`src/rfsd_pkg.sv`:
```
package rfsd_pkg;
	// Register indices (printed offsets are not all multiples of four)
	localparam logic [7:0] IDX_GUARD_WAIT_CONTROL = 8'h31;
	localparam logic [7:0] IDX_GUARD_WAIT_LOW     = 8'h32;
	localparam logic [7:0] IDX_FRAME_CONTROL      = 8'h33;
	localparam logic [7:0] IDX_FRAME_START_DETECT = 8'h34;
	localparam logic [7:0] IDX_RECEIVE_CONTROL    = 8'h35;
	localparam logic [7:0] IDX_IRQ_STATUS         = 8'h40;
	localparam logic [7:0] IDX_IRQ_MASK           = 8'h41;
	localparam logic [7:0] IDX_ENGINE_STATUS      = 8'h42;

	// Reset values
	localparam logic [7:0] RST_GUARD_WAIT_CONTROL = 8'hc0;
	localparam logic [7:0] RST_ZERO               = 8'h00;

	// Guard wait control fields
	localparam int WAIT_ORIGIN_BIT = 7;
	localparam int WAIT_UNIT_BIT   = 6;
	localparam int WAIT_HI_MSB     = 5;
	localparam int WAIT_HI_LSB     = 3;
	localparam int STOP_CODE_MSB   = 2;

	// Frame control fields
	localparam int TX_PARITY_BIT    = 7;
	localparam int RX_PARITY_BIT    = 6;
	localparam int TRAIL_SYM_LSB    = 2;
	localparam int LEAD_SYM_LSB     = 0;
	localparam logic [7:0] FRAME_CONTROL_MASK = 8'hcf;

	// Frame start detect fields
	localparam int SOF_IRQ_EN_BIT    = 5;
	localparam int SOF_SEEN_BIT      = 4;
	localparam int SUBC_IRQ_EN_BIT   = 2;
	localparam int SUBC_SEEN_BIT     = 1;
	localparam int SUBC_NOW_BIT      = 0;
	localparam logic [7:0] FSD_RW_MASK = 8'h24;

	// Receive control fields
	localparam int CONT_RX_BIT = 6;
	localparam int BAUD_MSB    = 2;
	localparam logic [2:0] BAUD_MIN_CODE = 3'h2;

	// Interrupt status bits
	localparam int IRQ_SOF  = 0;
	localparam int IRQ_SUBC = 1;
	localparam int IRQ_WAIT = 2;
	localparam int IRQ_BITS = 3;

	// Carrier unit: 16 periods of 13.56 MHz, in ns, and core cycles
	localparam real CARRIER_UNIT_NS = 16.0 * 1000.0 / 13.56;
	localparam real CORE_PERIOD_NS  = 5.0;
	// Rounded up so the guard wait is never shorter than asked
	localparam int  CARRIER_UNIT_CYC = int'(CARRIER_UNIT_NS / CORE_PERIOD_NS + 0.5);
endpackage : rfsd_pkg

```
`src/rfsd_guard_timer.sv`:
```
`timescale 1ns/1ps
module rfsd_guard_timer #(
	parameter int WAIT_W = 11,
	parameter int TICK_W = 16
) (
	// Clock and reset
	input  wire logic              i_clk,
	input  wire logic              i_rst,
	// Configuration
	input  wire logic [WAIT_W-1:0] i_wait_value,
	input  wire logic [TICK_W-1:0] i_tick_cycles,
	// Control
	input  wire logic              i_start,
	// Status
	output logic                   o_busy,
	output logic                   o_done
);
	logic [TICK_W-1:0] tick_cnt;
	logic [WAIT_W-1:0] unit_cnt;

	// Counters need these widths to make progress
	if (WAIT_W < 1 || TICK_W < 2) begin : g_bad_widths
		$error("rfsd_guard_timer: bad widths");
	end

	// Restart discards any wait in progress
	always_ff @(posedge i_clk or posedge i_rst) begin
		if (i_rst) begin
			o_busy   <= 1'b0;
			tick_cnt <= '0;
			unit_cnt <= '0;
		end else if (i_start) begin
			o_busy   <= (i_wait_value != '0);
			tick_cnt <= '0;
			unit_cnt <= i_wait_value;
		end else if (o_busy) begin
			if (tick_cnt + TICK_W'(1) >= i_tick_cycles) begin
				tick_cnt <= '0;
				unit_cnt <= unit_cnt - WAIT_W'(1);
				if (unit_cnt == WAIT_W'(1))
					o_busy <= 1'b0;
			end else begin
				tick_cnt <= tick_cnt + TICK_W'(1);
			end
		end
	end

	always_ff @(posedge i_clk or posedge i_rst) begin
		if (i_rst)
			o_done <= 1'b0;
		else
			o_done <= o_busy && !i_start && unit_cnt == WAIT_W'(1)
				&& tick_cnt + TICK_W'(1) >= i_tick_cycles;
	end
endmodule : rfsd_guard_timer

```
`src/rfsd_frame_timing.sv`:
```
`timescale 1ns/1ps
// Summary of operation
// - Wait-origin bit 7: clear starts wait at transmit end, set at receive end.
// - Wait-unit clear: each wait unit is sixteen 13.56 MHz carrier periods.
// - Wait-unit set: each wait unit is half a bit period.
// - Wait value: low register eight bits plus control bits 5..3 as top.
// - No transmit start allowed until guard wait has elapsed.
// - Stop field bits 2..0: none, stop bit, stop plus one to six guard units.
// - Transmit parity enable bit 7 appends parity to each transmitted byte.
// - Receive parity enable bit 6 checks and strips parity before FIFO.
// - Trailing symbol field bits 3..2: none, symbol 0, 1 or 2.
// - Leading symbol field bits 1..0: none, symbol 0, 1 or 2.
// - Start-of-frame enable bit 5 plus detection raises frame-start interrupt.
// - Start-of-frame seen bit 4 sets on detection, held until software clears.
// - Subcarrier enable bit 2 plus detection raises same frame-start interrupt.
// - Subcarrier seen bit 1 sets on detection, held until software clears.
// - Subcarrier now bit 0 shows live detection, unlatched, read only.
// - Receive baud field bits 2..0: codes 2..7 give 26 to 847 kBd.
// - Continuous receive: no auto stop, error byte appended per stream.
module rfsd_frame_timing #(
	parameter int WAIT_W = 11,
	parameter int TICK_W = 16
) (
	// Clock and reset
	input  wire logic              I_CORE_CLK,
	input  wire logic              I_RST,
	// APB slave
	input  wire logic              I_PSEL,
	input  wire logic              I_PENABLE,
	input  wire logic              I_PWRITE,
	input  wire logic [11:0]       I_PADDR,
	input  wire logic [31:0]       I_PWDATA,
	output logic [31:0]            O_PRDATA,
	output logic                   O_PREADY,
	output logic                   O_PSLVERR,
	// Frame engine events (same clock)
	input  wire logic              I_TX_END,
	input  wire logic              I_RX_END,
	input  wire logic              I_TX_REQUEST,
	input  wire logic              I_HALF_BIT_TICK,
	// Detector inputs from the analog side
	input  wire logic              I_SOF_DETECT,
	input  wire logic              I_SUBC_DETECT,
	// Error register copy for continuous receive
	input  wire logic [7:0]        I_ERROR_REG,
	// Configuration to the frame engine
	output logic                   O_TX_START,
	output logic                   O_TX_HOLD,
	output logic [2:0]             O_STOP_AND_GUARD_CODE,
	output logic                   O_STOP_BIT_EN,
	output logic [2:0]             O_EXTRA_GUARD_UNITS,
	output logic                   O_TX_PARITY_EN,
	output logic                   O_RX_PARITY_EN,
	output logic [1:0]             O_TRAILING_SYMBOL,
	output logic [1:0]             O_LEADING_SYMBOL,
	output logic [2:0]             O_RX_BAUD_CODE,
	output logic                   O_RX_BAUD_VALID,
	output logic                   O_CONTINUOUS_RECEIVE,
	output logic                   O_RX_AUTO_STOP,
	output logic                   O_ERROR_BYTE_VALID,
	output logic [7:0]             O_ERROR_BYTE,
	output logic [7:0]             O_RX_CTRL_BITS,
	// Interrupts
	output logic                   O_FRAME_START_INTERRUPT,
	output logic                   O_IRQ
);
	logic [7:0]          guard_wait_control;
	logic [7:0]          guard_wait_low;
	logic [7:0]          frame_control;
	logic [1:0]          fsd_enables;
	logic                sof_seen;
	logic                subc_seen;
	logic [7:0]          receive_control;
	logic [rfsd_pkg::IRQ_BITS-1:0] irq_status;
	logic [rfsd_pkg::IRQ_BITS-1:0] irq_mask;
	logic [2:0]          sof_sync;
	logic [2:0]          subc_sync;
	logic                sof_level;
	logic                subc_level;
	logic                sof_prev;
	logic                subc_prev;
	logic                sof_event;
	logic                subc_event;
	logic [WAIT_W-1:0]   guard_wait_value;
	logic [TICK_W-1:0]   tick_cycles;
	logic                wait_start;
	logic                wait_busy;
	logic                wait_done;
	logic                half_bit_mode;
	logic [7:0]          half_bit_count;
	logic [7:0]          half_bit_run;
	logic                wr_en;
	logic                rd_en;
	logic [9:0]          reg_index;
	logic                addr_ok;
	logic [7:0]          rd_byte;
	logic                hit;

	// Wait value is a fixed eleven-bit concatenation
	if (WAIT_W != 11 || TICK_W < 8) begin : g_bad_widths
		$error("rfsd_frame_timing: unsupported widths");
	end

	// APB: zero wait states, unmapped or misaligned address gives pslverr
	assign reg_index = I_PADDR[11:2];
	assign addr_ok   = (I_PADDR[1:0] == 2'h0) && hit;
	assign wr_en     = I_PSEL && I_PENABLE && I_PWRITE && addr_ok;
	assign rd_en     = I_PSEL && !I_PENABLE && !I_PWRITE;
	assign O_PREADY  = 1'b1;
	assign O_PSLVERR = I_PSEL && I_PENABLE && !addr_ok;

	always_comb begin
		hit     = 1'b1;
		rd_byte = 8'h00;
		unique case (reg_index)
			10'(rfsd_pkg::IDX_GUARD_WAIT_CONTROL): rd_byte = guard_wait_control;
			10'(rfsd_pkg::IDX_GUARD_WAIT_LOW):     rd_byte = guard_wait_low;
			10'(rfsd_pkg::IDX_FRAME_CONTROL):
				rd_byte = frame_control & rfsd_pkg::FRAME_CONTROL_MASK;
			10'(rfsd_pkg::IDX_FRAME_START_DETECT):
				rd_byte = {2'b00, fsd_enables[1], sof_seen, 1'b0, fsd_enables[0],
					subc_seen, subc_level};
			10'(rfsd_pkg::IDX_RECEIVE_CONTROL):    rd_byte = receive_control;
			10'(rfsd_pkg::IDX_IRQ_STATUS):         rd_byte = 8'(irq_status);
			10'(rfsd_pkg::IDX_IRQ_MASK):           rd_byte = 8'(irq_mask);
			10'(rfsd_pkg::IDX_ENGINE_STATUS):
				rd_byte = {6'h00, O_TX_HOLD, wait_busy};
			default: hit = 1'b0;
		endcase
	end

	// Read data sampled in setup, stands through access phase
	always_ff @(posedge I_CORE_CLK or posedge I_RST) begin
		if (I_RST)
			O_PRDATA <= 32'h00000000;
		else if (rd_en)
			O_PRDATA <= {24'h000000, rd_byte};
	end

	// Plain control registers
	always_ff @(posedge I_CORE_CLK or posedge I_RST) begin
		if (I_RST) begin
			guard_wait_control <= rfsd_pkg::RST_GUARD_WAIT_CONTROL;
			guard_wait_low     <= rfsd_pkg::RST_ZERO;
			frame_control      <= rfsd_pkg::RST_ZERO;
			fsd_enables        <= 2'b00;
			receive_control    <= rfsd_pkg::RST_ZERO;
			irq_mask           <= '0;
		end else if (wr_en) begin
			unique case (reg_index)
				10'(rfsd_pkg::IDX_GUARD_WAIT_CONTROL): guard_wait_control <= I_PWDATA[7:0];
				10'(rfsd_pkg::IDX_GUARD_WAIT_LOW):     guard_wait_low <= I_PWDATA[7:0];
				10'(rfsd_pkg::IDX_FRAME_CONTROL):
					frame_control <= I_PWDATA[7:0] & rfsd_pkg::FRAME_CONTROL_MASK;
				10'(rfsd_pkg::IDX_FRAME_START_DETECT):
					fsd_enables <= {I_PWDATA[rfsd_pkg::SOF_IRQ_EN_BIT],
						I_PWDATA[rfsd_pkg::SUBC_IRQ_EN_BIT]};
				10'(rfsd_pkg::IDX_RECEIVE_CONTROL):    receive_control <= I_PWDATA[7:0];
				10'(rfsd_pkg::IDX_IRQ_MASK):
					irq_mask <= I_PWDATA[rfsd_pkg::IRQ_BITS-1:0];
				default: ;
			endcase
		end
	end

	// Detector pins: three stages, change accepted when stages 2 and 3 agree
	always_ff @(posedge I_CORE_CLK or posedge I_RST) begin
		if (I_RST) begin
			sof_sync   <= 3'h0;
			subc_sync  <= 3'h0;
			sof_level  <= 1'b0;
			subc_level <= 1'b0;
			sof_prev   <= 1'b0;
			subc_prev  <= 1'b0;
		end else begin
			sof_sync  <= {sof_sync[1:0], I_SOF_DETECT};
			subc_sync <= {subc_sync[1:0], I_SUBC_DETECT};
			if (sof_sync[1] == sof_sync[2])
				sof_level <= sof_sync[2];
			if (subc_sync[1] == subc_sync[2])
				subc_level <= subc_sync[2];
			sof_prev  <= sof_level;
			subc_prev <= subc_level;
		end
	end

	assign sof_event  = sof_level && !sof_prev;
	assign subc_event = subc_level && !subc_prev;

	// Seen flags: write zero clears, detection wins
	always_ff @(posedge I_CORE_CLK or posedge I_RST) begin
		if (I_RST) begin
			sof_seen  <= 1'b0;
			subc_seen <= 1'b0;
		end else begin
			if (sof_event)
				sof_seen <= 1'b1;
			else if (wr_en && reg_index == 10'(rfsd_pkg::IDX_FRAME_START_DETECT)
				&& !I_PWDATA[rfsd_pkg::SOF_SEEN_BIT])
				sof_seen <= 1'b0;
			if (subc_event)
				subc_seen <= 1'b1;
			else if (wr_en && reg_index == 10'(rfsd_pkg::IDX_FRAME_START_DETECT)
				&& !I_PWDATA[rfsd_pkg::SUBC_SEEN_BIT])
				subc_seen <= 1'b0;
		end
	end

	assign O_FRAME_START_INTERRUPT = (fsd_enables[1] && sof_seen)
		|| (fsd_enables[0] && subc_seen);

	// Interrupt status: write one clears, new event wins
	always_ff @(posedge I_CORE_CLK or posedge I_RST) begin
		if (I_RST) begin
			irq_status <= '0;
		end else begin
			for (int b = 0; b < rfsd_pkg::IRQ_BITS; b++) begin
				if ((b == rfsd_pkg::IRQ_SOF && sof_event && fsd_enables[1])
					|| (b == rfsd_pkg::IRQ_SUBC && subc_event && fsd_enables[0])
					|| (b == rfsd_pkg::IRQ_WAIT && wait_done))
					irq_status[b] <= 1'b1;
				else if (wr_en && reg_index == 10'(rfsd_pkg::IDX_IRQ_STATUS) && I_PWDATA[b])
					irq_status[b] <= 1'b0;
			end
		end
	end

	assign O_IRQ = |(irq_status & irq_mask);

	assign guard_wait_value = {guard_wait_control[rfsd_pkg::WAIT_HI_MSB:rfsd_pkg::WAIT_HI_LSB],
		guard_wait_low};

	assign wait_start = guard_wait_control[rfsd_pkg::WAIT_ORIGIN_BIT] ? I_RX_END : I_TX_END;

	// Half-bit units counted in core cycles from the engine's tick
	always_ff @(posedge I_CORE_CLK or posedge I_RST) begin
		if (I_RST) begin
			half_bit_run   <= 8'h00;
			half_bit_count <= 8'h01;
		end else if (I_HALF_BIT_TICK) begin
			half_bit_count <= (half_bit_run == 8'hff) ? 8'hff : half_bit_run + 8'h01;
			half_bit_run   <= 8'h00;
		end else if (half_bit_run != 8'hff) begin
			half_bit_run <= half_bit_run + 8'h01;
		end
	end

	assign half_bit_mode = guard_wait_control[rfsd_pkg::WAIT_UNIT_BIT];
	assign tick_cycles   = half_bit_mode ? TICK_W'(half_bit_count)
		: TICK_W'(rfsd_pkg::CARRIER_UNIT_CYC);

	rfsd_guard_timer #(
		.WAIT_W (WAIT_W),
		.TICK_W (TICK_W)
	) u_guard_timer (
		.i_clk         (I_CORE_CLK),
		.i_rst         (I_RST),
		.i_wait_value  (guard_wait_value),
		.i_tick_cycles (tick_cycles),
		.i_start       (wait_start),
		.o_busy        (wait_busy),
		.o_done        (wait_done)
	);

	assign O_TX_HOLD  = wait_busy || wait_start;
	assign O_TX_START = I_TX_REQUEST && !O_TX_HOLD;

	assign O_STOP_AND_GUARD_CODE = guard_wait_control[rfsd_pkg::STOP_CODE_MSB:0];
	assign O_STOP_BIT_EN         = (O_STOP_AND_GUARD_CODE != 3'h0);
	assign O_EXTRA_GUARD_UNITS   = (O_STOP_AND_GUARD_CODE > 3'h1)
		? O_STOP_AND_GUARD_CODE - 3'h1 : 3'h0;

	assign O_TX_PARITY_EN = frame_control[rfsd_pkg::TX_PARITY_BIT];
	assign O_RX_PARITY_EN = frame_control[rfsd_pkg::RX_PARITY_BIT];
	assign O_TRAILING_SYMBOL = frame_control[rfsd_pkg::TRAIL_SYM_LSB +: 2];
	assign O_LEADING_SYMBOL = frame_control[rfsd_pkg::LEAD_SYM_LSB +: 2];

	assign O_RX_BAUD_CODE  = receive_control[rfsd_pkg::BAUD_MSB:0];
	assign O_RX_BAUD_VALID = (O_RX_BAUD_CODE >= rfsd_pkg::BAUD_MIN_CODE);
	assign O_RX_CTRL_BITS  = receive_control;

	assign O_CONTINUOUS_RECEIVE = receive_control[rfsd_pkg::CONT_RX_BIT];
	assign O_RX_AUTO_STOP       = !O_CONTINUOUS_RECEIVE;

	// Error byte captured at stream end so the FIFO sees a stable copy
	always_ff @(posedge I_CORE_CLK or posedge I_RST) begin
		if (I_RST) begin
			O_ERROR_BYTE_VALID <= 1'b0;
			O_ERROR_BYTE       <= 8'h00;
		end else begin
			O_ERROR_BYTE_VALID <= I_RX_END && O_CONTINUOUS_RECEIVE;
			if (I_RX_END && O_CONTINUOUS_RECEIVE)
				O_ERROR_BYTE <= I_ERROR_REG;
		end
	end
endmodule : rfsd_frame_timing

```
`config.mk`:
```
export PLATFORM = sky130hd
export DESIGN_NAME = rfsd_frame_timing
export DESIGN_NICKNAME = d
export VERILOG_FILES = /design/src/rfsd_pkg.sv /design/src/rfsd_guard_timer.sv /design/src/rfsd_frame_timing.sv
export SDC_FILE = /design/constraint.sdc
export NUM_CORES = 1
export LEC_CHECK = 0
export BUFFER_PORTS_ARGS = -buffer_cell sky130_fd_sc_hd__buf_2
export CAP_MARGIN = 5
export CORE_UTILIZATION = 49
export DETAILED_ROUTE_END_ITERATION = 10
export PLACE_DENSITY_LB_ADDON = 0.2
export SETUP_SLACK_MARGIN = 0.5
export SLEW_MARGIN = 20
export SYNTH_ARGS = -nofsm -noshare
export SYNTH_HDL_FRONTEND = slang
export SYNTH_SLANG_ARGS = --single-unit
```
`constraint.sdc`:
```
create_clock -name I_CORE_CLK -period 4 [get_ports I_CORE_CLK]
set_clock_uncertainty 0.15 [all_clocks]
set_input_delay 0.8 -clock I_CORE_CLK [delete_from_list [all_inputs] [get_ports I_CORE_CLK]]
set_output_delay 0.8 -clock I_CORE_CLK [all_outputs]
set_load 0.02 [all_outputs]
```
==> results.tsv, run 1 <==
metric	value	unit
Initial Util	50.21	%
Vias/cell	5.606	
maxcap violations	0	
CP Data Arrival Time	2.37	ns
Slew @ Worst Pin	0.6709	ns
largest net degree at the start of global routing	51	
Final min period	3.321	ns
# fillers	997	
Worst-Skew Late Latency	0.35	ns
CTS Buffer Depth	2	
Crit Path Category	in -> out	
XOR/XNOR Fraction of Synth Area	1.986	%
sequential share of power	52.5	%
power per cell area	348.1	nW/um2
Fin. Hold Viols	0	
Post-Syn Area	5733	um2
initial antenna violation count	0	
Synthesis Warnings	0	
final instance area	6553	um2
post-CTS repair timing setup buffer count	0	
adder-cell share of the synthesized area	3.623	%
CTS Sinks	112	
Max Fclk	301.1	MHz
distinct cell type count after synthesis	61	
pre-CTS setup slack	0.4150	ns
Lkg Pwr	3.225	nW
Top delay family on crit path	simple AND/OR/NAND/NOR gates	
antenna-violating nets left	0	
post-synthesis register bit count	112	
Core Region	11420	um2
post-synthesis async set-or-reset flop share	100.0	%
detailed-route DRC error count	0	
Clk pin slew, worst setup/hold paths	0.07	ns
Area Growth Syn to Fin	14.29	%
Placed Cells	759	
Worst Hold Class	reg -> reg	
Tot Pwr	2.281	mW
1st-iter DRT viols	311	
setup ws final	0.6788	ns
Worst VDD drop	0.0002929	V
setup TNS	0	ns
post-synthesis compound-gate area fraction	11.79	%
CP Data Required Time	3.05	ns
GR Util All Layers	22.22	%
share of layout cells above drive strength 1	29.07	%
CP max stage delay	0.49	ns
Seq/Total Area, Yosys	48.95	%
CP max FO	4	
share of the synthesized area in the top cell type	47.58	%
RSZ-0062 raised after global routing	no	
gpl congestion	0.9081	
most common flop cell mapped by yosys	dfrtp_1	
top cells by area, synth	dfrtp_1 (48%), mux2_2 (8.8%), buf_4 (4.5%)	
CP endpoint kind	output pin	
CTS H-tree depth	3	
hpwl dp	9182	um
final count of negative-setup-slack endpoints	0	
DRT Wirelength	12560	um
CP Buf/Inv Count	2	
Mapped Cells	540	
sw frac	25.67	%
I/O pin cnt	137	
CTS tree	yes	
first-pass GRT wire length	20440	um
die height	110.2	um
Avg Inst Size Synth	10.62	um2
Max transition margin	54.86	%
largest family of logic cells by synthesized area	simple AND/OR/NAND/NOR gates	
Pint	1.696	mW
TritonCTS buffer count	9	
Placed Area	6232	um2
Die Span X	110.2	um
Pre-antenna DRT Iters	6	
crit share post-route	83.03	%
vias in the first global route	4122	
leading area contributor after synthesis	dfrtp_1	
final non-filler cell total	776	
die area	12140	um2
commonest cells after routing, fill and taps aside	dfrtp_1 (109), buf_2 (87), nor2_1 (54), mux2_2 (45), nand2_1 (34)	
flop2flop setup slack	0.74	ns
fin util	57.39	%
clk root buf	clkbuf_16	
commonest non-fill, non-tap cell in the layout	dfrtp_1	
status	finished clean	
mux contribution to synthesized area	9.363	%
Clock power frac	38.8	%
row cnt	39	
antenna diode count	0	
Combinational Power Share	8.7	%
Vias	4350	
Net count, final	706	
hold-fix buffers at CTS	0	
most used cell, CP	buf_2	
PortBufs	87	
overflow left after global routing	0	
Pins Over Slew Limit	0	
wire per inst	16.18	um
Net Sw Power	0.5855	mW
simple-gate area share of the yosys netlist	17.61	%
Hold WS	0.2044	ns
slowest CP cell	nor4b_2	
crit start category	input pin	
Post-synth EDFFs	0	
CP Cell Sequence	buf_2 -> nor4b_2 -> nand2_1 -> o221ai_1 -> a21oi_1 -> o311a_1 -> buf_2	
[repair_timing]
| item | CTS | global route |
|---|---|---|
| gates resized for setup | 1 | 2 |
| endpoints found under the setup margin | 9 | 15 |
| endpoints found under the hold margin | 0 | 0 |
[final timing paths]
check,start,end,depth (start not counted)
setup / recovery,I_PADDR[7],O_PSLVERR,7
min in group asynchronous,I_RST,sof_sync[2]$_DFF_PP0_,2
setup reg to reg,u_guard_timer.tick_cnt[2]$_DFFE_PP0P_,u_guard_timer.tick_cnt[2]$_DFFE_PP0P_,11
hold reg to reg,sof_sync[0]$_DFF_PP0_,sof_sync[1]$_DFF_PP0_,0
hold / removal,sof_sync[0]$_DFF_PP0_,sof_sync[1]$_DFF_PP0_,0
max in group asynchronous,I_RST,guard_wait_control[6]$_DFFE_PP1P_,4
[Yosys cell counts (all sizes together), types with 4 or more instances]
library cell  number
a222oi             6
a22oi              5
nor2              56
and3              14
o21ai             19
nor3              10
nand2b             5
a21oi             20
nand4              5
clkbuf            10
or2                6
a31oi             13
nand3             14
buf               37
inv               16
nor2b              9
xor2               6
nor4              10
and2               4
or3                9
mux2              45
xnor2              7
dfrtp            109
a22o               9
ha                15
nand2             34
[state kept, by name (all words and copies together), names as in the netlist, 2 cells and up]
register,count
fsd_enables,2
half_bit_count,8
u_guard_timer.tick_cnt,16
irq_mask,3
subc_sync,3
u_guard_timer.unit_cnt,11
O_ERROR_BYTE,8
O_RX_CTRL_BITS,8
guard_wait_control,8
guard_wait_low,8
irq_status,3
sof_sync,3
frame_control,6
half_bit_run,8
O_PRDATA,8
[worst reg2reg max path: stages (launching register included)]
cell      delay, ns
dfrtp_1        0.48
nand3_1        0.26
and2_1         0.25
or2_2          0.30
ha_1           0.20
a21o_1         0.17
a211oi_1       0.20
o21ai_0        0.17
a22oi_2        0.29
nand2_1        0.15
or3_1          0.38
a31oi_1        0.19
[power groups by stage]
stage	Sequential (mW)	Combinational [mW]	Clock (mW)
global route	1.20	0.226	0.946
global placement	1.22	0.193	0
detailed placement	1.22	0.198	0
CTS	1.20	0.199	0.900
floorplan	1.23	0.137	0
finish	1.20	0.199	0.884
[metal layers]
layer | share of wire, % | vias up | track usage, %
met1 | 45 | 2088 | 30.47
met2 | 46 | 174 | 34.46
met5 | 0 | - | 0
met4 | 1.3 | 0 | 6.203
li1 | - | 2073 | -
met3 | 7.7 | 15 | 6.349
[logic make-up after synthesis]
kind of cell    Yosys count
simple gates            187
flops                   112
compound gates           98
buf+inv                  63
mux                      48
fa+ha+maj                17
xor+xnor                 13
other cells               2
[layout make-up]
type	instances	area, um2	share of cell area (%)
clock buffer	11	252.7	3.857
clock inverter	5	40.04	0.6110
inverter	16	63.81	0.9738
multi-input combinational	388	2645	40.37
sequential	112	2806	42.83
tap	143	178.9	2.731
timing repair buffer	101	565.5	8.631
Note: power is estimated with default switching activity, not from simulation.
==> run 2, diff against run 1 <==
==> constraint.sdc (replaced) <==
create_clock -name I_CORE_CLK -period 3 [get_ports I_CORE_CLK]
set_clock_uncertainty 0.15 [all_clocks]
set_input_delay 0.6 -clock I_CORE_CLK [delete_from_list [all_inputs] [get_ports I_CORE_CLK]]
set_output_delay 0.6 -clock I_CORE_CLK [all_outputs]
set_load 0.02 [all_outputs]
==> run 2 against run 1 <==
Die area unchanged. Critical endpoint is now u_guard_timer.tick_cnt[2]$_DFFE_PP0P_. Via count is 1.9% higher. Sequential share of layout area decreased by 3.2 points. Sequential power rose by 33%. Clock power increased by 46%.
==> results.tsv, run 2 (same netlist as run 1, synthesis figures left out) <==
metric	value	unit	change
status	finished clean		
CP Data Required Time	3.12	ns	+0.07 ns
Slew @ Worst Pin	0.6210	ns	-0.04985 ns
commonest non-fill, non-tap cell in the layout	dfrtp_1		
GR Util All Layers	23.57	%	+1.4 points
share of layout cells above drive strength 1	37.52	%	+8.5 points
detailed-route DRC error count	0		unchanged
Max Fclk	359.3	MHz	
Lkg Pwr	3.416	nW	+5.9%
PortBufs	87		unchanged
RSZ-0062 raised after global routing	yes		
initial antenna violation count	0		unchanged
most used cell, CP	a31oi_1		
Die Span X	110.2	um	unchanged
GR Util met2	37.14	%	+2.7 points
final non-filler cell total	804		+3.6%
crit share post-route	92.77	%	
I/O pin cnt	137		unchanged
Net count, final	734		+4.0%
hpwl dp	9412	um	+2.5%
Pins Over Slew Limit	0		unchanged
biggest regs	u_guard_timer.tick_cnt: 16 flops, u_guard_timer.unit_cnt: 11 flops		
Crit Path Category	reg -> reg		
Top delay family on crit path	compound AO/OA/AOI/OAI gates		
largest register by flop count	u_guard_timer.tick_cnt		
CP Data Arrival Time	2.90	ns	+0.53 ns
Max transition margin	58.22	%	+3.4 points
row cnt	39		unchanged
first-pass GRT wire length	21690	um	+6.1%
Tot Pwr	3.186	mW	+40%
met3 Track Usage GR	3.410	%	-2.9 points
antenna diode count	0		unchanged
Worst-Skew Late Latency	0.35	ns	about the same
power per cell area	448.8	nW/um2	+29%
Placed Cells	770		+1.4%
vias in the first global route	4393		+6.6%
GR peak layer	met2		
fin util	62.17	%	+4.8 points
die area	12140	um2	unchanged
max reg flops	16		unchanged
gpl congestion	0.8741		-3.7%
slowest CP cell	dfrtp_2		
die height	110.2	um	unchanged
Area Growth Syn to Fin	23.83	%	
crit start category	flop		
CP max stage delay	0.43	ns	-0.06 ns
Fin. Hold Viols	0		unchanged
Pre-antenna DRT Iters	5		-1
clk root buf	clkbuf_16		
CP max FO	7		+3
Vias	4433		+1.9%
Worst Hold Class	in -> async		
CP endpoint kind	flop		
CTS tree	yes		
CTS Buffer Depth	2		unchanged
commonest cells after routing, fill and taps aside	dfrtp_1 (106), buf_2 (84), nor2_1 (51), mux2_2 (38), buf_4 (32)		
wire per inst	16.41	um	+1.4%
Critical Path Source	u_guard_timer.tick_cnt[0]$_DFFE_PP0P_		
largest net degree at the start of global routing	61		+20%
Worst VDD drop	0.0004209	V	+44%
CTS H-tree depth	3		unchanged
Final min period	2.783	ns	
Hold WS	0.09584	ns	-0.1085 ns
1st-iter DRT viols	361		+16%
DRT Wirelength	13200	um	+5.1%
Clk pin slew, worst setup/hold paths	0.07	ns	about the same
routing usage on met1	33.14	%	+2.7 points
setup TNS	0	ns	unchanged
TritonCTS buffer count	9		unchanged
Reg-to-Reg Start	u_guard_timer.tick_cnt[0]$_DFFE_PP0P_		
overflow left after global routing	0		unchanged
maxcap violations	0		unchanged
CP Buf/Inv Count	1		-1
CTS Sinks	112		unchanged
antenna-violating nets left	0		unchanged
final count of negative-setup-slack endpoints	0		unchanged
CP Cell Sequence	ha_4 -> nand3_4 -> xnor2_2 -> ha_1 -> a21o_1 -> a211oi_2 -> o21ai_2 -> a22oi_2 -> and2_4 -> buf_6 -> a31oi_1 -> a31oi_1		
Initial Util	50.21	%	unchanged
Vias/cell	5.514		-1.6%
Core Region	11420	um2	unchanged
-- run 2: cell types whose count changed in the layout (fill, tap and decap cells not counted), moves of 4 or more --
cell / before / now
mux2_4: 0 / 7
buf_6: 0 / 11
o21ai_2: 0 / 4
mux2_2: 45 / 38
o21ai_0: 19 / 9
buf_4: 12 / 32
o21ai_1: 0 / 6
-- run 2: path summary, 6_finish.rpt --
kind	slack [ns]	cells after the start	to
min in group I_CORE_CLK	0.20	1	sof_sync[0]$_DFF_PP0_
worst max-delay path	0.22	12	u_guard_timer.tick_cnt[2]$_DFFE_PP0P_
worst min-delay path	0.1	2	subc_seen$_DFFE_PP0P_
max in group asynchronous	1.92	3	guard_wait_control[7]$_DFFE_PP1P_
worst min register to register	0.21	0	sof_sync[1]$_DFF_PP0_
worst max register to register	0.22	12	u_guard_timer.tick_cnt[2]$_DFFE_PP0P_
-- run 2: worst reg2reg max path: stages (launching register included) --
cell,delay [ns]
dfrtp_2,0.43
ha_4,0.18
nand3_4,0.07
xnor2_2,0.14
ha_1,0.31
a21o_1,0.17
a211oi_2,0.23
o21ai_2,0.10
a22oi_2,0.29
and2_4,0.23
buf_6,0.14
a31oi_1,0.08
a31oi_1,0.16
-- run 2: metrics by stage --
stage / cell area, um2 / setup slack (ns)
after floorplan: 5956 / 0.3290
after global placement: 6444 / 0.08497
final: 7099 / 0.2168
after CTS: 6960 / 0.2728
after detailed placement: 6444 / 0.03759
after global routing: 7099 / 0.1042
-- run 2: final cells by class --
class                           instances  area, um2
Clock buffer                           10      229.0
Clock inverter                          6      91.34
Fill cell                             914       4319
Inverter                               16      63.81
Multi-Input combinational cell        388       2902
Sequential cell                       112       2810
Tap cell                              143      178.9
Timing Repair Buffer                  129      824.5
-- run 2: power breakdown --
part | leakage (nW) | switching [mW] | internal, mW | total (mW)
registers | 1.46 | 0.0399 | 1.56 | 1.60
clock network | 0.145 | 0.552 | 0.735 | 1.29
logic | 1.81 | 0.197 | 0.103 | 0.300
-- run 2: per-layer routing --
metal	wire length [um]	share of wire (%)
met1	6180	47
met3	643	4.9
met4	178	1.3
met2	6194	47
met5	0	0
-- run 2: what timing repair did --
item / 4_1_cts / 5_1_grt
gates resized for setup: 26 / 26
pin swaps: 32 / 21
setup buffers: 14 / 4
hold buffers: 0 / 0
setup endpoints to repair: 43 / 52
==> run 3, diff against run 2 <==
--- a/config.mk
+++ b/config.mk
@@ -7,7 +7,7 @@
 export LEC_CHECK = 0
 export BUFFER_PORTS_ARGS = -buffer_cell sky130_fd_sc_hd__buf_2
 export CAP_MARGIN = 5
-export CORE_UTILIZATION = 49
+export CORE_UTILIZATION = 54
 export DETAILED_ROUTE_END_ITERATION = 10
 export PLACE_DENSITY_LB_ADDON = 0.2
 export SETUP_SLACK_MARGIN = 0.5
==> constraint.sdc (replaced) <==
create_clock -name I_CORE_CLK -period 3.2 [get_ports I_CORE_CLK]
set_clock_uncertainty 0.15 [all_clocks]
set_input_delay 0.64 -clock I_CORE_CLK [delete_from_list [all_inputs] [get_ports I_CORE_CLK]]
set_output_delay 0.64 -clock I_CORE_CLK [all_outputs]
set_load 0.02 [all_outputs]
==> run 3 against run 2 <==
Hold slack improved by 0.079 ns. Setup slack gained 0.17 ns. Critical path depth fell by 1. Sequential share of layout area increased by 1.7 points. Count of clock-buffer cells in the layout down 1. Design area shrank 4.0%. Non-clock buffer count is 8 lower. Clock power down 39%. Register-to-register slack gained 0.17 ns. Largest power group unchanged.
==> results.tsv, run 3 (same netlist as run 1, synthesis figures left out) <==
metric	value	unit	change
setup TNS	0	ns	unchanged
Vias	4491		+1.3%
maxcap violations	0		unchanged
biggest regs	u_guard_timer.tick_cnt: 16 flops, u_guard_timer.unit_cnt: 11 flops		
share of layout cells above drive strength 1	37.21	%	-0.31 points
Net Sw Power	0.7161	mW	-9.1%
detailed-route DRC error count	0		unchanged
Max Fclk	355.3	MHz	-1.1%
Pint	1.844	mW	-23%
Clock power frac	30.8	%	-9.6 points
max reg flops	16		unchanged
routing usage on met1	33.58	%	+0.44 points
crit start category	flop		
RSZ-0062 raised after global routing	yes		
sw frac	27.97	%	+3.2 points
Net count, final	726		-1.1%
slowest CP cell	dfrtp_2		
Clk pin slew, worst setup/hold paths	0.11	ns	+0.04 ns
CP Data Required Time	3.34	ns	+0.22 ns
vias in the first global route	4413		+0.46%
wire per inst	16.24	um	-1.1%
Combinational Power Share	10.7	%	+1.3 points
CP max stage delay	0.44	ns	about the same
CTS Buffer Depth	2		unchanged
sequential share of power	58.5	%	+8.3 points
Placed Area	6329	um2	-1.8%
CP max FO	4		-3
Worst-Skew Late Latency	0.37	ns	+0.02 ns
commonest cells after routing, fill and taps aside	dfrtp_1 (105), buf_2 (87), nor2_1 (50), mux2_2 (44), nand2_1 (31)		
GR peak layer	met2		
Area Growth Syn to Fin	18.88	%	
CTS tree	yes		
initial antenna violation count	0		unchanged
Core Region	10320	um2	-9.6%
Hold WS	0.1750	ns	+0.07919 ns
Vias/cell	5.692		+3.2%
Pre-antenna DRT Iters	6		+1
crit share post-route	87.94	%	-4.8 points
overflow left after global routing	0		unchanged
register area	2811	um2	about the same
power per cell area	375.6	nW/um2	-16%
CP Cell Sequence	ha_4 -> nand3_4 -> xnor2_2 -> ha_1 -> a21o_1 -> a211oi_2 -> o21ai_2 -> a22oi_2 -> nand2_2 -> or3_1 -> a31oi_1		
die height	105.0	um	-4.7%
CP endpoint kind	flop		
Pins Over Slew Limit	0		unchanged
GR Util All Layers	24.66	%	+1.1 points
TritonCTS buffer count	9		unchanged
status	finished clean		
1st-iter DRT viols	266		-26%
Fin. Hold Viols	0		unchanged
Slew @ Worst Pin	0.8688	ns	+0.2478 ns
hpwl dp	9105	um	-3.3%
row cnt	37		-5.1%
final count of negative-setup-slack endpoints	0		unchanged
met3 Track Usage GR	4.367	%	+0.96 points
gpl congestion	0.9252		+5.8%
CTS Sinks	112		unchanged
I/O pin cnt	137		unchanged
Final min period	2.814	ns	+0.03095 ns
Max transition margin	41.83	%	-16 points
Initial Util	55.53	%	+5.3 points
largest net degree at the start of global routing	66		+8.2%
commonest non-fill, non-tap cell in the layout	dfrtp_1		
Lkg Pwr	3.294	nW	-3.6%
# fillers	820		-10%
Worst VDD drop	0.0002246	V	-47%
DRT Wirelength	12810	um	-2.9%
GR Util met2	39.74	%	+2.6 points
die area	11030	um2	-9.1%
PortBufs	87		unchanged
Multi-input gate area	2874	um2	-0.95%
fin util	66.02	%	+3.8 points
final instance area	6815	um2	-4.0%
largest register by flop count	u_guard_timer.tick_cnt		
clk root buf	clkbuf_8		
first-pass GRT wire length	21520	um	-0.79%
CTS H-tree depth	3		unchanged
Crit Path Category	reg -> reg		
Worst Hold Class	in -> async		
CP Data Arrival Time	2.96	ns	+0.06 ns
Die Span X	105.0	um	-4.7%
Tot Pwr	2.560	mW	-20%
antenna diode count	0		unchanged
hold-fix buffers at CTS	0		unchanged
antenna-violating nets left	0		unchanged
==> run 3: cell types whose count changed in the layout (fill, tap and decap cells not counted), sizes merged <==
cell    before  now
buf        129  121
inv         16   18
clkbuf      10    9
bufinv       2    0
clkinv       0    1
==> run 3: worst paths after layout <==
kind	from	end	slack [ns]	cells past startpoint
max	u_guard_timer.tick_cnt[0]$_DFFE_PP0P_	u_guard_timer.tick_cnt[2]$_DFFE_PP0P_	0.39	11
min	I_RST	O_ERROR_BYTE_VALID$_DFF_PP0_	0.18	2
max reg2reg	u_guard_timer.tick_cnt[0]$_DFFE_PP0P_	u_guard_timer.tick_cnt[2]$_DFFE_PP0P_	0.39	11
min reg2reg	sof_sync[0]$_DFF_PP0_	sof_sync[1]$_DFF_PP0_	0.21	0
max in group asynchronous	I_RST	half_bit_count[0]$_DFFE_PP1P_	1.98	3
min in group I_CORE_CLK	sof_sync[0]$_DFF_PP0_	sof_sync[1]$_DFF_PP0_	0.21	0
==> run 3: worst max-delay path: cells and delay by family (launching register included) <==
family	cells	cell delay [ns]
compound gates	5	0.92
xor+xnor	1	0.14
simple gates	3	0.61
fa+ha+maj	2	0.48
flops	1	0.44
==> run 3: cell type report <==
cell class	instances	area share, %
Tap cell	136	2.497
Timing Repair Buffer	121	10.54
Clock inverter	7	0.7894
Clock buffer	9	1.818
Inverter	16	0.9363
Multi-Input combinational cell	388	42.17
Sequential cell	112	41.25
==> run 3: routing by layer <==
metal  part of all wire (%)  wire (um)
met5                      0          0
met4                    1.7        217
met3                    5.2        670
met2                     47       6079
met1                     46       5844
==> run 3: repair_timing <==
| action | in CTS | in global routing |
|---|---|---|
| setup endpoints to repair | 22 | 31 |
| gates resized for setup | 22 | 32 |
| pin swaps | 23 | 19 |
| setup buffers | 11 | 4 |
==> run 3: stage by stage <==
step	worst slack, ns	instances
after floorplan	0.4753	563
after global placement	0.1590	758
after detailed placement	0.1590	758
after CTS	0.4269	785
after global routing	0.2594	789
final	0.3858	789
==> run 3: power by group through the flow <==
stage	sequential (mW)	clock (mW)	combinational (mW)
3_3_place_gp	1.52	0	0.251
2_1_floorplan	1.53	0	0.178
3_5_place_dp	1.52	0	0.258
4_1_cts	1.50	0.804	0.265
5_1_grt	1.51	0.864	0.304
6_report	1.50	0.788	0.273
